===== src/rtl/audio_cfg_pkg.sv =====
package audio_cfg_pkg;

  // Register offsets on the plain register port.
  localparam logic [7:0] clock_source_select_addr  = 8'h31;
  localparam logic [7:0] receive_path_config_addr  = 8'h32;
  localparam logic [7:0] transmit_path_config_addr = 8'h33;
  localparam logic [7:0] mic_tone_trim_addr        = 8'h34;
  localparam logic [7:0] limit_level_trim_addr     = 8'h35;
  localparam logic [7:0] tone_gain_trim_addr       = 8'h36;

  // Reset values.
  localparam logic [3:0] clock_source_select_rst  = 4'h0;
  localparam logic [7:0] receive_path_config_rst  = 8'h00;
  localparam logic [5:0] transmit_path_config_rst = 6'h00;
  localparam logic [3:0] mic_tone_trim_rst        = 4'h8;
  localparam logic [3:0] limit_level_trim_rst     = 4'ha;
  localparam logic [3:0] tone_gain_trim_rst       = 4'h8;

  // Field positions.
  localparam int clock_rate_code_lsb        = 0;
  localparam int clock_output_tristate_bit  = 3;
  localparam int expander_bypass_bit        = 0;
  localparam int receive_source_switch_lsb  = 1;
  localparam int sidetone_summer_bit        = 3;
  localparam int earpiece_output_config_lsb = 4;
  localparam int speaker_bias_internal_bit  = 6;
  localparam int speaker_diff_select_bit    = 7;
  localparam int transmit_source_select_lsb = 0;
  localparam int compressor_bypass_bit      = 2;
  localparam int tx_voice_gate_bit          = 3;
  localparam int tx_data_gate_bit           = 4;
  localparam int tx_tone_gate_bit           = 5;

  // Receive source and earpiece codes.
  localparam logic [1:0] rx_src_mute     = 2'h0;
  localparam logic [1:0] rx_src_expander = 2'h1;
  localparam logic [1:0] rx_src_aux      = 2'h2;
  localparam logic [1:0] ear_both_mute   = 2'h0;
  localparam logic [1:0] ear_first_only  = 2'h1;
  localparam logic [1:0] ear_second_only = 2'h2;
  localparam logic [1:0] ear_diff        = 2'h3;

  // Transmit source codes.
  localparam logic [1:0] tx_src_mute   = 2'h0;
  localparam logic [1:0] tx_src_mic1   = 2'h1;
  localparam logic [1:0] tx_src_mic2   = 2'h2;
  localparam logic [1:0] tx_src_aux    = 2'h3;

  // Input frequency, in kHz, for each legal clock rate code.
  localparam logic [14:0] freq_khz_0 = 15'd5120;
  localparam logic [14:0] freq_khz_1 = 15'd7680;
  localparam logic [14:0] freq_khz_2 = 15'd10240;
  localparam logic [14:0] freq_khz_3 = 15'd12800;
  localparam logic [14:0] freq_khz_4 = 15'd15360;
  localparam logic [14:0] freq_khz_5 = 15'd17920;

  typedef enum logic [1:0] {
    tx_mute,
    tx_mic_first,
    tx_mic_second,
    tx_aux
  } tx_source_t;

  typedef struct packed {
    logic       expander_on;
    logic       expander_bypassed;
    logic       rx_src_mute_sel;
    logic       rx_src_expander_sel;
    logic       rx_src_aux_sel;
    logic       sidetone_summed;
    logic       earpiece_first_on;
    logic       earpiece_second_on;
    logic       earpiece_differential;
    logic       speaker_bias_on;
    logic       speaker_minus_on;
    logic       speaker_plus_on;
  } rx_path_t;

  typedef struct packed {
    tx_source_t source;
    logic       compressor_on;
    logic       voice_on;
    logic       data_on;
    logic       tone_on;
  } tx_path_t;

  typedef struct packed {
    logic [3:0] mic_trim_code;
    logic [3:0] limit_trim_code;
    logic [3:0] tone_trim_code;
  } trim_t;

  typedef struct packed {
    logic [7:0] addr;
    logic [7:0] wdata;
    logic       wr;
    logic       rd;
  } reg_req_t;

endpackage


===== src/rtl/audio_path_clock_config_regs.sv =====
// Our own choice: the plain strobed port.
`timescale 1ns/1ps
////////////////////////////////////////////////////////////////////////////////
// Summary of operation
// - Clock rate code 0..5 selects 5.12 to 17.92 MHz input frequency.
// - Clock source bit 3 low drives clock output; high makes it high impedance.
// - Receive wideband data with automute enabled forces receive source to mute.
// - Receive bit 0 low connects expander; high bypasses it.
// - Receive source 00 mute, 01 expander, 10 aux; 11 forbidden.
// - Receive bit 3 sums sidetone input into receive summer when high.
// - Earpiece field: mute, first only, second only, or both differential.
// - Receive bit 6 high biases speaker terminals to mid rail internally.
// - Receive bit 7 low: single-ended minus pin; high: differential pair.
// - Power-off forces speaker output biases off regardless of settings.
// - Transmit wideband data with automute enabled mutes transmit summer.
// - Six-bit transmit register; bits 1:0 select mute, mic1, mic2, aux.
// - Transmit bit 2 low connects compressor; high bypasses it.
// - Transmit bits 3,4,5 gate voice, data and tone into summer.
// - Mic trim code selects sixteen gain steps; 1000 gives 0 dB.
// - Limit trim code offsets limit in 0.5 dB steps; 1010 is 0 dB.
// - Tone trim code selects sixteen steps; no zero-decibel setting.
module audio_path_clock_config_regs (
  // Clock and reset
  input  wire logic                       ref_clk,
  input  wire logic                       rstn,
  // Register port
  input  wire logic [7:0]                 addr,
  input  wire logic [7:0]                 wdata,
  input  wire logic                       wr,
  input  wire logic                       rd,
  output logic      [7:0]                 rdata,
  // Mode inputs from the rest of the device
  input  wire logic                       automute_disable_bit,
  input  wire logic                       rx_wideband_active,
  input  wire logic                       tx_wideband_active,
  input  wire logic                       power_off,
  // Clock output pin control and decoded clock rate
  output logic                            clock_output_pin_oe_n,
  output logic      [14:0]                clock_freq_khz,
  output logic                            clock_code_illegal,
  // Decoded path controls
  output audio_cfg_pkg::rx_path_t         rx_path,
  output audio_cfg_pkg::tx_path_t         tx_path,
  output audio_cfg_pkg::trim_t            trim
);
  import audio_cfg_pkg::*;

  logic [3:0] clock_source_select;
  logic [7:0] receive_path_config;
  logic [5:0] transmit_path_config;
  logic [3:0] mic_tone_trim;
  logic [3:0] limit_level_trim;
  logic [3:0] tone_gain_trim;

  logic [1:0] rx_src;
  logic [1:0] ear_cfg;
  logic       rx_automute;
  logic       tx_automute;
  logic       spk_diff;

  //////////////////////////////////////////////////////////////////////////////

  function automatic logic [7:0] read_mux(input logic [7:0] a,
                                          input logic [3:0] c,
                                          input logic [7:0] r,
                                          input logic [5:0] t,
                                          input logic [3:0] m,
                                          input logic [3:0] l,
                                          input logic [3:0] s);
    logic [7:0] v;
    v = 8'h00;
    case (a)
      clock_source_select_addr:  v = {4'h0, c};
      receive_path_config_addr:  v = r;
      transmit_path_config_addr: v = {2'h0, t};
      mic_tone_trim_addr:        v = {4'h0, m};
      limit_level_trim_addr:     v = {4'h0, l};
      tone_gain_trim_addr:       v = {4'h0, s};
      default:                   v = 8'h00;
    endcase
    return v;
  endfunction

  //////////////////////////////////////////////////////////////////////////////
  // Register writes. Reset values pick a quiet path and 0 dB trims where
  // a 0 dB step exists, so the analog stages wake up muted and centred.

  always_ff @(posedge ref_clk or negedge rstn) begin
    if (!rstn) begin
      clock_source_select  <= clock_source_select_rst;
      receive_path_config  <= receive_path_config_rst;
      transmit_path_config <= transmit_path_config_rst;
      mic_tone_trim        <= mic_tone_trim_rst;
      limit_level_trim     <= limit_level_trim_rst;
      tone_gain_trim       <= tone_gain_trim_rst;
    end else if (wr) begin
      case (addr)
        clock_source_select_addr:  clock_source_select  <= wdata[3:0];
        receive_path_config_addr:  receive_path_config  <= wdata;
        transmit_path_config_addr: transmit_path_config <= wdata[5:0];
        mic_tone_trim_addr:        mic_tone_trim        <= wdata[3:0];
        limit_level_trim_addr:     limit_level_trim     <= wdata[3:0];
        tone_gain_trim_addr:       tone_gain_trim       <= wdata[3:0];
        default: ;
      endcase
    end
  end

  // Read data stand only in the cycle after the read strobe.
  always_ff @(posedge ref_clk or negedge rstn) begin
    if (!rstn) begin
      rdata <= 8'h00;
    end else if (rd) begin
      rdata <= read_mux(addr, clock_source_select, receive_path_config,
                        transmit_path_config, mic_tone_trim, limit_level_trim,
                        tone_gain_trim);
    end else begin
      rdata <= 8'h00;
    end
  end

  //////////////////////////////////////////////////////////////////////////////
  // Clock source.

  clock_rate_decode u_rate (
    .ref_clk         (ref_clk),
    .rstn            (rstn),
    .clock_rate_code (clock_source_select[clock_rate_code_lsb +: 3]),
    .freq_khz        (clock_freq_khz),
    .code_illegal    (clock_code_illegal)
  );

  always_ff @(posedge ref_clk or negedge rstn) begin
    if (!rstn) begin
      clock_output_pin_oe_n <= 1'b0;
    end else begin
      clock_output_pin_oe_n <= clock_source_select[clock_output_tristate_bit];
    end
  end

  //////////////////////////////////////////////////////////////////////////////
  // Receive path decode.

  assign rx_automute = rx_wideband_active && !automute_disable_bit;
  assign tx_automute = tx_wideband_active && !automute_disable_bit;
  assign rx_src      = receive_path_config[receive_source_switch_lsb +: 2];
  assign ear_cfg     = receive_path_config[earpiece_output_config_lsb +: 2];
  assign spk_diff    = receive_path_config[speaker_diff_select_bit];

  always_ff @(posedge ref_clk or negedge rstn) begin
    if (!rstn) begin
      rx_path <= '0;
    end else begin
      rx_path.expander_bypassed <= receive_path_config[expander_bypass_bit];
      rx_path.expander_on       <= !receive_path_config[expander_bypass_bit];
      // The forbidden code 11 is decoded as mute so the path stays quiet.
      rx_path.rx_src_mute_sel     <= rx_automute || (rx_src != rx_src_expander &&
                                     rx_src != rx_src_aux);
      rx_path.rx_src_expander_sel <= !rx_automute && rx_src == rx_src_expander;
      rx_path.rx_src_aux_sel      <= !rx_automute && rx_src == rx_src_aux;
      rx_path.sidetone_summed   <= receive_path_config[sidetone_summer_bit];
      rx_path.earpiece_first_on <= ear_cfg == ear_first_only || ear_cfg == ear_diff;
      rx_path.earpiece_second_on <= ear_cfg == ear_second_only || ear_cfg == ear_diff;
      rx_path.earpiece_differential <= ear_cfg == ear_diff;
      rx_path.speaker_bias_on <= receive_path_config[speaker_bias_internal_bit] &&
                                 !power_off;
      rx_path.speaker_minus_on <= !power_off;
      rx_path.speaker_plus_on  <= spk_diff && !power_off;
    end
  end

  //////////////////////////////////////////////////////////////////////////////
  // Transmit path decode. Automute acts at the summer, so all three gates
  // close while the source switch keeps its programmed setting.

  always_ff @(posedge ref_clk or negedge rstn) begin
    if (!rstn) begin
      tx_path <= '0;
    end else begin
      case (transmit_path_config[transmit_source_select_lsb +: 2])
        tx_src_mic1: tx_path.source <= tx_mic_first;
        tx_src_mic2: tx_path.source <= tx_mic_second;
        tx_src_aux:  tx_path.source <= tx_aux;
        default:     tx_path.source <= tx_mute;
      endcase
      tx_path.compressor_on <= !transmit_path_config[compressor_bypass_bit];
      tx_path.voice_on <= transmit_path_config[tx_voice_gate_bit] && !tx_automute;
      tx_path.data_on  <= transmit_path_config[tx_data_gate_bit] && !tx_automute;
      tx_path.tone_on  <= transmit_path_config[tx_tone_gate_bit] && !tx_automute;
    end
  end

  //////////////////////////////////////////////////////////////////////////////
  // Trim codes go to the analog stages unchanged; each stage holds its own
  // gain table.

  always_ff @(posedge ref_clk or negedge rstn) begin
    if (!rstn) begin
      trim <= {mic_tone_trim_rst, limit_level_trim_rst, tone_gain_trim_rst};
    end else begin
      trim.mic_trim_code   <= mic_tone_trim;
      trim.limit_trim_code <= limit_level_trim;
      trim.tone_trim_code  <= tone_gain_trim;
    end
  end

endmodule // audio_path_clock_config_regs


===== src/rtl/clock_rate_decode.sv =====
`timescale 1ns/1ps
module clock_rate_decode (
  // Clock and reset
  input  wire logic                    ref_clk,
  input  wire logic                    rstn,
  // Code in
  input  wire logic [2:0]              clock_rate_code,
  // Decoded frequency
  output logic      [14:0]             freq_khz,
  output logic                         code_illegal
);
  import audio_cfg_pkg::*;

  // Codes 6 and 7 are forbidden; they report zero and raise a flag.
  always_ff @(posedge ref_clk or negedge rstn) begin
    if (!rstn) begin
      freq_khz     <= freq_khz_0;
      code_illegal <= 1'b0;
    end else begin
      code_illegal <= 1'b0;
      case (clock_rate_code)
        3'h0: freq_khz <= freq_khz_0;
        3'h1: freq_khz <= freq_khz_1;
        3'h2: freq_khz <= freq_khz_2;
        3'h3: freq_khz <= freq_khz_3;
        3'h4: freq_khz <= freq_khz_4;
        3'h5: freq_khz <= freq_khz_5;
        default: begin
          freq_khz     <= 15'h0000;
          code_illegal <= 1'b1;
        end
      endcase
    end
  end

endmodule // clock_rate_decode


===== config.mk =====
export PLATFORM = sky130hd
export DESIGN_NAME = audio_path_clock_config_regs
export DESIGN_NICKNAME = d
export VERILOG_FILES = /design/src/rtl/audio_cfg_pkg.sv /design/src/rtl/audio_path_clock_config_regs.sv /design/src/rtl/clock_rate_decode.sv
export SDC_FILE = /design/constraint.sdc
export NUM_CORES = 1
export LEC_CHECK = 0
export BUFFER_PORTS_ARGS = -buffer_cell sky130_fd_sc_hd__buf_2
export CELL_PAD_IN_SITES_DETAIL_PLACEMENT = 1
export CELL_PAD_IN_SITES_GLOBAL_PLACEMENT = 1
export CORE_MARGIN = 3
export CORE_UTILIZATION = 25
export CTS_CLUSTER_DIAMETER = 40
export DETAILED_ROUTE_END_ITERATION = 12
export MAX_ROUTING_LAYER = met4
export PLACE_DENSITY_LB_ADDON = 0.25
export SLEW_MARGIN = 20
export SYNTH_ARGS = -nofsm -noshare
export SYNTH_HDL_FRONTEND = slang
export SYNTH_SLANG_ARGS = --single-unit

===== constraint.sdc =====
create_clock -name ref_clk -period 2 [get_ports ref_clk]
set_input_delay 0.4 -clock ref_clk [delete_from_list [all_inputs] [get_ports ref_clk]]
set_output_delay 0.4 -clock ref_clk [all_outputs]
set_load 0.05 [all_outputs]

Word-level counts from Yosys, hierarchy flattened
Index checks and enable logic that the tools add are counted.
Cells by class
  reduce and logical (&&, ||, !) cells: 27
  eq/ne operators: 21
  add/sub/neg operators: 0
  order comparisons: 0
  shift operators: 0
  $mul: 0
  bitwise operators: 0
  muxes and demuxes: 5
  div/mod/pow operators: 0
Operators with widths (count)
  one-hot mux 15 bit (6 select lines): 1
  == test 8 x 6 -> 1 bit, second input constant: 6
  one-hot mux 8 bit (6 select lines): 1
  AND reduction 2 bit: 6
  == test 2 bit, second input constant: 5
  logical AND 1 bit: 10
  two-way mux 8 bit: 1
  == test 2 x 1 -> 1 bit, second input constant: 3
  == test 3 x 2 -> 1 bit, second input constant: 2
  == test 3 bit, second input constant: 2
  logical NOT 1 bit: 6
  one-hot mux 2 bit (3 select lines): 1
  OR reduction 6 bit: 1
  == test 3 x 1 -> 1 bit, second input constant: 1
  logical NOT 3 bit: 1
  logical OR 1 bit: 3
  != test 2 x 1 -> 1 bit, second input constant: 1
  != test 2 bit, second input constant: 1
  two-way mux 1 bit: 1
Storage, ports and cells
  bits in read-only memories: 0
  RAM bits: 0
  latch bits: 0
  output and inout bits: 55
  memories kept: 0
  logic and storage cells: 83
  bits in registers: 85

Longest topological paths before layout
Gate-level depths: netlist (run 1).
  word-level depth: 4
  gate-level depth with buffers: 5

Modules after synthesis
A second synthesis (run 1) with hierarchy kept.
Second synthesis, totals
  cell total of the unflattened synthesis: 199
  area total of the unflattened synthesis: 2980.4 sq um
By module, submodules not included
  audio_path_clock_config_regs: times used 1, area each 2661.3 sq um, cells each 172
  clock_rate_decode: times used 1, area each 319.1 sq um, cells each 27

Least setup slack after synthesis (run 1)
OpenSTA, ideal clock, no wires.
  path kind: in2reg
  start: input port addr[7]
  end: register tone_gain_trim[0]
  data required time: 1.875 ns
  path slack: 0.581 ns
  stages on the path: 4
  arrival: 1.294 ns
  setup time: 0.125 ns
  path through: and4bb_2 > buf_4 > nand4_1 > mux2_2
On the way
  cells in the longest elaborated chain, start to end: 2
Ends and longest elaborated chain
  start: declaration: RTL line audio_path_clock_config_regs.sv:27  | input wire logic [7:0] addr,
  == test 8 x 6 -> 1 bit: RTL line audio_path_clock_config_regs.sv:97  | case (addr)
  AND reduction 2 bit (no source line)
  end signal: assignment: RTL line audio_path_clock_config_regs.sv:95  | tone_gain_trim <= tone_gain_trim_rst;
  end signal: assignment: RTL line audio_path_clock_config_regs.sv:103  | tone_gain_trim_addr: tone_gain_trim <= wdata[3:0];
  end: declaration: RTL line audio_path_clock_config_regs.sv:53  | logic [3:0] tone_gain_trim;
No other way between the ends.
A chain may end at the register's enable or synchronous reset.

Final worst setup path (run 1)
  start: register trim[7] (netlist bit)
  end: output port trim[7] (netlist bit)
RTL lines
  start: declaration: RTL line audio_path_clock_config_regs.sv:44  | output audio_cfg_pkg::trim_t trim
  start signal: assignment: RTL line audio_path_clock_config_regs.sv:199  | trim <= {mic_tone_trim_rst, limit_level_trim_rst, tone_gain_trim_rst};
No word-level cell between the ends.

==> results of run 1 <==
-- cell families (layout without fill, tap and decap cells) --
| group | Yosys count | count (layout) | share of synthesized area (%) |
|---|---|---|---|
| adders and majority gates | 2 | 2 | 0.844 |
| xor gates and xnor gates | 1 | 1 | 0.295 |
| and+or+nand+nor | 49 | 49 | 12.4 |
| other | 1 | 9 | 0.126 |
| AOI/OAI and AO/OA | 19 | 19 | 4.30 |
| DFF | 76 | 76 | 64.6 |
| muxes | 32 | 32 | 12.1 |
| buffers and inverters | 31 | 102 | 5.40 |
-- worst max-delay path by stage --
stage / cells after the start / from / slack, ps / to
finish: 1 / trim[7] / 480 / trim[7]
global route: 1 / trim[7] / 460 / trim[7]
CTS: 1 / trim[7] / 460 / trim[7]
detailed placement: 4 / addr[7] / 230 / tone_gain_trim[1]
global placement: 4 / addr[7] / 230 / tone_gain_trim[0]
floorplan: 4 / addr[7] / 580 / tone_gain_trim[0]
-- cell type report --
class	count	area [um2]	share of cell area [%]
clock buffers	12	256	6.81
flip-flops and latches	76	1910	50.8
repair buffers	75	405	10.8
clock inverters	4	47.5	1.26
well taps	143	179	4.75
inverters	11	41.3	1.10
multi-input cells	112	921	24.5
-- through the flow --
stage          hold slack, ps  setup WS, ps  cell area [um2]
3_3_place_gp              370           225             3460
6_report                 10.4           484             3760
3_5_place_dp              373           225             3460
4_1_cts                  18.1           463             3760
2_1_floorplan             104           581             3000
5_1_grt                  32.0           458             3760
-- power by group through the flow --
| stage | Sequential, mW | Clock [mW] | Combinational, mW |
|---|---|---|---|
| after CTS | 1.65 | 1.69 | 0.379 |
| after global placement | 1.68 | 0 | 0.373 |
| after global routing | 1.66 | 1.75 | 0.402 |
| after floorplan | 1.79 | 0 | 0.137 |
| final | 1.65 | 1.63 | 0.371 |
| after detailed placement | 1.68 | 0 | 0.377 |
-- layout by cell type, fill, tap and decap left out, drive strengths merged --
cell and n:
nand3 4, or3 1, mux2i 2, a22oi 3, mux2 30, conb 9
nor2 5, and2b 3, dfrtp 66, a21boi 1, and4bb 1, buf 75
o2111ai 1, nand2b 4, and2 7, clkbuf 12, nand4 4, nor4bb 2
xnor2 1, nor4b 2, clkinvlp 1, nor3b 1, and4b 1, nand2 2
inv 11, ha 2, nor4 2, and3b 9, a31oi 4, bufinv 1
o31a 1, o31ai 1, clkinv 2, a221oi 2, nand4b 1, dfstp 10
o21ai 6
-- registers in the layout (all words and copies together) (netlist names) --
name and count:
rx_path 12, tone_gain_trim 4, clock_source_select 4, receive_path_config 8, clock_output_pin_oe_n 1, tx_path 6, trim 12, transmit_path_config 6
u_rate.freq_khz 6, mic_tone_trim 4, limit_level_trim 4, u_rate.code_illegal 1, rdata 8
-- layer usage --
| layer | global-route usage [%] | wire, um | vias up |
|---|---|---|---|
| li1 | - | - | 867 |
| met1 | 15.0 | 3140 | 950 |
| met2 | 18.1 | 3460 | 50 |
| met3 | 2.68 | 304 | 9 |
| met4 | 5.40 | 121 | 0 |
| met5 | - | 0 | - |
==> results.md, run 1 <==
* H-tree depth at 3
* Reg2Reg Setup Slack at roughly 880 ps
* # DRC at 0
* P_sw at roughly 910 uW
* Max Freq at 660 MHz
* Total Power at approximately 3.6 mW
* Worst-path clk slew at about 60 ps
* Primary FF master, synth: dfrtp_1
* CP arrival at around 1100 ps
* Status: finished clean
* RSZ-0062 raised after global routing: false
* Clk pwr share at roughly 45%
* Iteration count of the initial detailed-routing pass at 4
* Hold Crit Class: input pin to async pin
* Die W at around 110 um
* FF-to-FF End: rdata[3]
* Top cells by area, synth: dfrtp_1 56%, mux2_2 11%, dfstp_2 8.9%
* Yosys cell types at 39
* Top-area cell type share of the netlist area at between 50 and 60%
* Cts hold-fix bufs at 0
* Mapped Cells at 211
* GPL Wtd Cong at 0.780
* CTS tree: built
* Drt wl/cell at between 15 and 20 um
* RR Startpoint: tone_gain_trim[3]
* Detailed Route WL at 7.02 mm
* CTS root buffer: clkbuf_16
* Mean Syn Cell Area at 14.1 um2
* Final non-filler cell total at around 430
* CP Capture Type: primary output
* Sw Share at approximately a quarter
* Clock Tree Buf Depth at 2
* Min cycle time layout at about 1500 ps
* Inserted Clock Buffers at 9
* Cell Int Power at 2.74 mW
* Worst Path Required at around 1600 ps
* Async S/R FF share, synth at 100%
* Final Net Count at around 310
* Final period util at between 70% and 80%
* Final setup vio count at 0
* Core area at about 12000 um2
* Combinational power share at between 10 and 15%
* Power density over the cells at ~970 nW/um2
* Clock Skew at 5.44 ps
* CP Cell Sequence: buf_2
* # rows at 39
* DR vias/cell at 4.33
* Sequential power share at 45.2%
* CP bufs+invs at 1
* Top-count cell post-synth: dfrtp_1
* Worst vdd ir at between 300 and 400 uV
* Buffer count from post-CTS setup fixing at 0
* Post-DP HPWL at 5.05 mm
* Initial Util at between 20 and 30%
* Vias in the first global route at roughly 2100
* Type of the worst setup path: flip-flop to primary output
* Largest net degree at the start of global routing at 34
* Total Routing Usage GR at about an eighth
* Reg2reg path depth at 3
* Initial antenna violation count at 0
* Chip Height at roughly 110 um
* Vias at approximately 1900
* # port buffers at 69
* Die area at approximately 13000 um2
* Critical Path Max Stage Delay at 530 ps
* Crit start category: flip-flop
* Crit path max-delay family: flip-flops
* PostCTS Resize Cnt at 0
* First DRT Iteration DRCs at 75
* Flops & latches, synth at 76
* Antenna viol nets, final at 0
* IO Count at 79
* Static Leak at approximately 1.9 nW
* Post-synthesis sequential area ratio at roughly 65%
* Max-Cap Viols at 0
* Grt ovf at 0
* Setup TNS at 0 ps
* Commonest cells post-synth: 66 x dfrtp_1, 30 x mux2_2, 11 x inv_1, 10 x buf_4, 10 x dfstp_2
* Final Util at between 30% and 40%
* Highest-delay cell along the critical path: dfstp_2
* Largest area contributor in the netlist: dfrtp_1
* FILL cells at between 1000 and 1500
* Syn. warnings at 0
* Final hold vios at 0
* Area Overhead vs Synth at 27.0%
* Share of layout cells above drive strength 1 at 46.9%
* Clock sink count at between 70 and 80
* Final Max Slew Viols at 0
* Antenna diode count at 0
* Placed cells at roughly 420
* First-pass GRT wire length at between 10 and 15 mm
* Netlist Area Pre-Place at 2970 um2
* Clk_lat worst skew at about 330 ps
* Number of enable flip-flop cells after synthesis at 0
* CP max FO at 1
No activity file was read; power rests on OpenSTA's default activity.
==> inputs of run 2 (changes only) <==
Clock period 2 ns to 1.4 ns, I/O delays scaled along.
==> run 2 against run 1 <==
  * Register-to-register slack got worse by 600 ps
  * Power increased by 49%
  * Sequential power is 42% higher
  * Sequential share of layout area fell by 1.1 points
  * Combinational power rose by 46%
  * Clock power grew 56%
  * Clock-buffer cell count fell by 2
  * Die area is the same
==> results.md, run 2 (same netlist as run 1, synthesis figures left out) <==
* Clk_lat worst skew at between 300 and 400 ps
* First-pass GRT wire length at roughly 11 mm
* CP arrival at between 1000 and 1500 ps
* Type of the worst setup path: flip-flop to primary output
* Iteration count of the initial detailed-routing pass at 4
* Area Overhead vs Synth at 29.8%
* Post-DP HPWL at roughly 4.8 mm
* Pre-CTS WS at -220 ps
* Detailed Route WL at slightly below 7 mm
* Final Net Count at around 320
* H-tree depth at 3
* Stages on worst setup path at 1
* Initial antenna violation count at 0
* Chip Height at 115 um
* Worst-path clk slew at 60 ps
* CTS tree: built
* Max-Cap Viols at 0
* Commonest non-fill, non-tap cell in the layout: dfrtp_1
* Final instance area at approximately 3800 um2
* Vias at 1896
* Worst Slack Setup Final at between 30 and 40 ps
* CTS root buffer: clkbuf_16
* CP Cell Sequence: buf_2
* Core area at 11500 um2
* FILL cells at 1247
* CP Capture Type: primary output
* Status: finished clean
* Worst vdd ir at roughly 450 uV
* Power density over the cells at 1410 nW/um2
* Clock sink count at 76
* Crit path max-delay family: flip-flops
* GPL Wtd Cong at between 0.8 and 0.9
* Inserted Clock Buffers at 9
* Total Power at 5.45 mW
* Antenna diode count at 0
* # rows at 39
* Grt ovf at 0
* First DRT Iteration DRCs at 63
* Critical Path Max Stage Delay at ~500 ps
* Commonest cells after routing, fill and taps aside: 66 x dfrtp_1, 64 x buf_2, 30 x mux2_2, 11 x inv_1, 10 x dfstp_2
* Total Routing Usage GR at a little under an eighth
* Reg2reg path depth at 3
* Initial Util at 25.7%
* Die W at around 110 um
* Vias in the first global route at 2026
* DR vias/cell at roughly 4.3
* CP max FO at 1
* Min cycle time layout at between 1000 and 1500 ps
* Clock Tree Buf Depth at 2
* Drt wl/cell at ~16 um
* Final setup vio count at 0
* RSZ-0062 raised after global routing: false
* Worst Path Required at between 1000 and 1500 ps
* Max Freq at between 700 and 800 MHz
* Clock Skew at about 5.5 ps
* Largest registers: rx_path (12), trim (12)
* Highest-delay cell along the critical path: dfstp_2
* Final hold vios at 0
* DP Area at approximately 3500 um2
* Final period util at 97.5%
* CP bufs+invs at 1
* Crit start category: flip-flop
* Share of layout cells above drive strength 1 at a little under half
* Final Max Slew Viols at 0
* Antenna viol nets, final at 0
* Hold Crit Class: input pin to flip-flop
* Static Leak at roughly 2.0 nW
* Hold path depth at 2
* IO Count at between 70 and 80
* Die area at approximately 13000 um2
* Largest net degree at the start of global routing at 77
* # port buffers at 69
* # DRC at 0
==> run 2: cell type report <==
cell class / count / area (um2) / area share (%)
Timing Repair Buffer: 79 / 460 / 12.0
Clock inverter: 6 / 93.8 / 2.44
Multi-Input combinational cell: 112 / 921 / 23.9
Tap cell: 143 / 179 / 4.65
Clock buffer: 10 / 239 / 6.21
Inverter: 11 / 41.3 / 1.07
Sequential cell: 76 / 1910 / 49.7
==> run 2: worst paths after layout <==
path | start | endpoint | slack, ps
min | power_off | rx_path[1] | 130
max | trim[3] | trim[3] | 40
max in group asynchronous | rstn | trim[5] | 540
min reg2reg | limit_level_trim[3] | trim[7] | 370
max reg2reg | tone_gain_trim[3] | rdata[3] | 280
min in group asynchronous | rstn | rx_path[1] | 500
==> run 2: layer usage <==
metal	routed length [um]	vias to the layer above	GRT usage, %
met5	0	-	-
met4	82	0	3.52
met3	272	6	2.95
met2	3340	45	17.6
met1	3160	968	14.8
li1	-	877	-
==> run 2: repair_timing <==
| item | 4_1_cts | 5_1_grt |
|---|---|---|
| hold buffers | 1 | 0 |
| hold endpoints to repair | 66 | 0 |
| resized for setup | 1 | 3 |
| endpoints found under the setup margin | 1 | 3 |
| setup buffers | 0 | 0 |
==> run 2: report_power, final <==
group / total, mW / internal (mW) / switching [mW] / leakage [nW]
combinational: 0.542 / 0.150 / 0.392 / 0.810
clock: 2.55 / 1.63 / 0.925 / 0.160
sequential: 2.35 / 2.30 / 0.0555 / 1.00
total: 5.45 / 4.07 / 1.37 / 1.97
==> run 2: through the flow <==
| step | utilization [%] | hold WS, ps | cells | TNS, ps |
|---|---|---|---|---|
| after CTS | 33.4 | 116 | 437 | 0 |
| final | 33.4 | 126 | 437 | 0 |
| after global routing | 33.4 | 130 | 437 | 0 |
| after global placement | 30.4 | 332 | 420 | -4430 |
| after floorplan | - | -15.6 | 219 | 0 |
| after detailed placement | 30.4 | 337 | 420 | -5050 |
==> inputs of run 3 (changes only) <==
Settings changed: TNS_END_PERCENT set to 20.
Clock period 1.4 ns to 1.37 ns, I/O delays scaled along.
==> run 3 against run 2 <==
  * Sequential share of layout area down 0.40 points
  * Via count is 1.6% lower
  * Highest routed layer unchanged
  * Routed wire length down 1.5%
  * Non-clock buffer count increased by 1
  * Critical path depth stayed put
  * Combinational power rose by 3%
  * Clock-buffer cell count increased by 2
  * Core utilization increased by 0.27 points
  * First-iteration DRC count increased by 33%
  * Critical path type unchanged
  * Register-to-register slack got worse by 50 ps
  * Flip-flop and latch count unchanged
==> results.md, run 3 (same netlist as run 1, synthesis figures left out) <==
* CTS root buffer: clkbuf_16
* CP bufs+invs at 1
* Worst Slack Setup Final at about 50 ps
* Max Freq at 758 MHz
* Pre-CTS WS at -259 ps
* Chip Height at roughly 110 um
* Crit start category: flip-flop
* First-pass GRT wire length at 10.9 mm
* Worst hold margin at between 100 and 150 ps
* Total Power at 5.71 mW
* CP Cell Sequence: buf_4
* Vias in the first global route at around 2000
* IO Count at 79
* CP Capture Type: primary output
* Post-DP HPWL at about 4.8 mm
* Drt wl/cell at 15.4 um
* DP Area at around 3500 um2
* Worst vdd ir at around 540 uV
* Iteration count of the initial detailed-routing pass at 4
* Die W at 115 um
* Area Overhead vs Synth at 30.8%
* GPL Wtd Cong at approximately 0.85
* Largest registers: rx_path (12), trim (12)
* Antenna viol nets, final at 0
* Vias at 1865
* Highest-delay cell along the critical path: dfstp_2
* H-tree depth at 3
* Placed cells at around 420
* Clock sink count at 76
* # rows at 39
* Worst Path Required at about 1100 ps
* Crit path max-delay family: flip-flops
* Final Max Slew Viols at 0
* Static Leak at between 1.5 and 2 nW
* Status: finished clean
* Inserted Clock Buffers at 9
* Final period util at 96.4%
* DR vias/cell at between 4 and 5
* Met3 Use GR at around 3.2%
* Grt ovf at 0
* Share of layout cells above drive strength 1 at 47.5%
* RSZ-0062 raised after global routing: false
* Commonest cells after routing, fill and taps aside: 66 x dfrtp_1, 62 x buf_2, 30 x mux2_2, 15 x buf_4, 11 x inv_1
* Core area at about 12000 um2
* Total Routing Usage GR at 11.4%
* # port buffers at 69
* Clk_lat worst skew at ~330 ps
* Min cycle time layout at between 1000 and 1500 ps
* CP max FO at 1
* Max-Cap Viols at 0
* Buffer count from post-CTS setup fixing at 0
* Type of the worst setup path: flip-flop to primary output
* Area of the multi-input gates at 921 um2
* Met2 global-route usage at 16.6%
* Antenna diode count at 0
* Met1 Track Usage GR at between 10% and 20%
* FILL cells at 1236
* Final hold vios at 0
* Critical Path Max Stage Delay at 530 ps
* Die area at around 13000 um2
* Clock Tree Buf Depth at 2
* CTS tree: built
* # DRC at 0
* GRT busiest layer: met2
* Final Net Count at between 300 and 400
* Final instance area at 3880 um2
* Final non-filler cell total at between 400 and 500
* Detailed Route WL at roughly 6.8 mm
* Hold Crit Class: input pin to flip-flop
* Clock Skew at 3.94 ps
* Worst-path clk slew at 60 ps
* Final setup vio count at 0
* Power density over the cells at roughly 1500 nW/um2
* First DRT Iteration DRCs at 84
* Storage element area at between 1500 and 2000 um2
* Largest net degree at the start of global routing at 77
* Commonest non-fill, non-tap cell in the layout: dfrtp_1
* CP arrival at 1050 ps
* Initial antenna violation count at 0
* Initial Util at between 20% and 30%
-- run 3: cell types whose count changed in the layout (fill, tap and decap cells not counted), sizes merged --
cell,change
clkinvlp,-1
buf,+4
clkbuf,-1
bufinv,+1
inv,-2
-- run 3: final timing paths --
path	from	to	slack, ps	depth (start not counted)
max	trim[11]	trim[11]	50	1
min	power_off	rx_path[1]	110	2
max reg2reg	clock_source_select[1]	u_rate.freq_khz[11]	230	3
min reg2reg	mic_tone_trim[3]	trim[11]	370	0
max in group asynchronous	rstn	u_rate.freq_khz[12]	480	3
min in group asynchronous	rstn	rx_path[2]	470	3
-- run 3: power by group --
part	switching (mW)	total (mW)	internal, mW
Clock	0.876	2.75	1.88
Combinational	0.399	0.556	0.157
Sequential	0.0558	2.41	2.35
Total	1.33	5.71	4.38
-- run 3: timing repair --
item,in CTS,in global routing
gates resized for setup,6,0
hold buffers,1,0
endpoints found under the setup margin,6,0
endpoints found under the hold margin,66,0
-- run 3: layer usage --
metal	part of all wire, %	routed length [um]
met1	46	3120
met2	48	3210
met3	4.8	325
met4	1.4	92
met5	0	0
-- run 3: final cells by class --
class | instances | area share [%]
Clock buffer | 12 | 6.61
Clock inverter | 4 | 2.45
Inverter | 11 | 1.06
Multi-Input combinational cell | 112 | 23.7
Sequential cell | 76 | 49.3
Tap cell | 143 | 4.61
Timing Repair Buffer | 80 | 12.2
-- run 3: per-stage QoR --
step / utilization [%] / setup TNS [ps]
floorplan: - / 0
detailed placement: 30.4 / -6140
global route: 33.7 / 0
finish: 33.7 / 0
CTS: 33.7 / 0
global placement: 30.4 / -5310
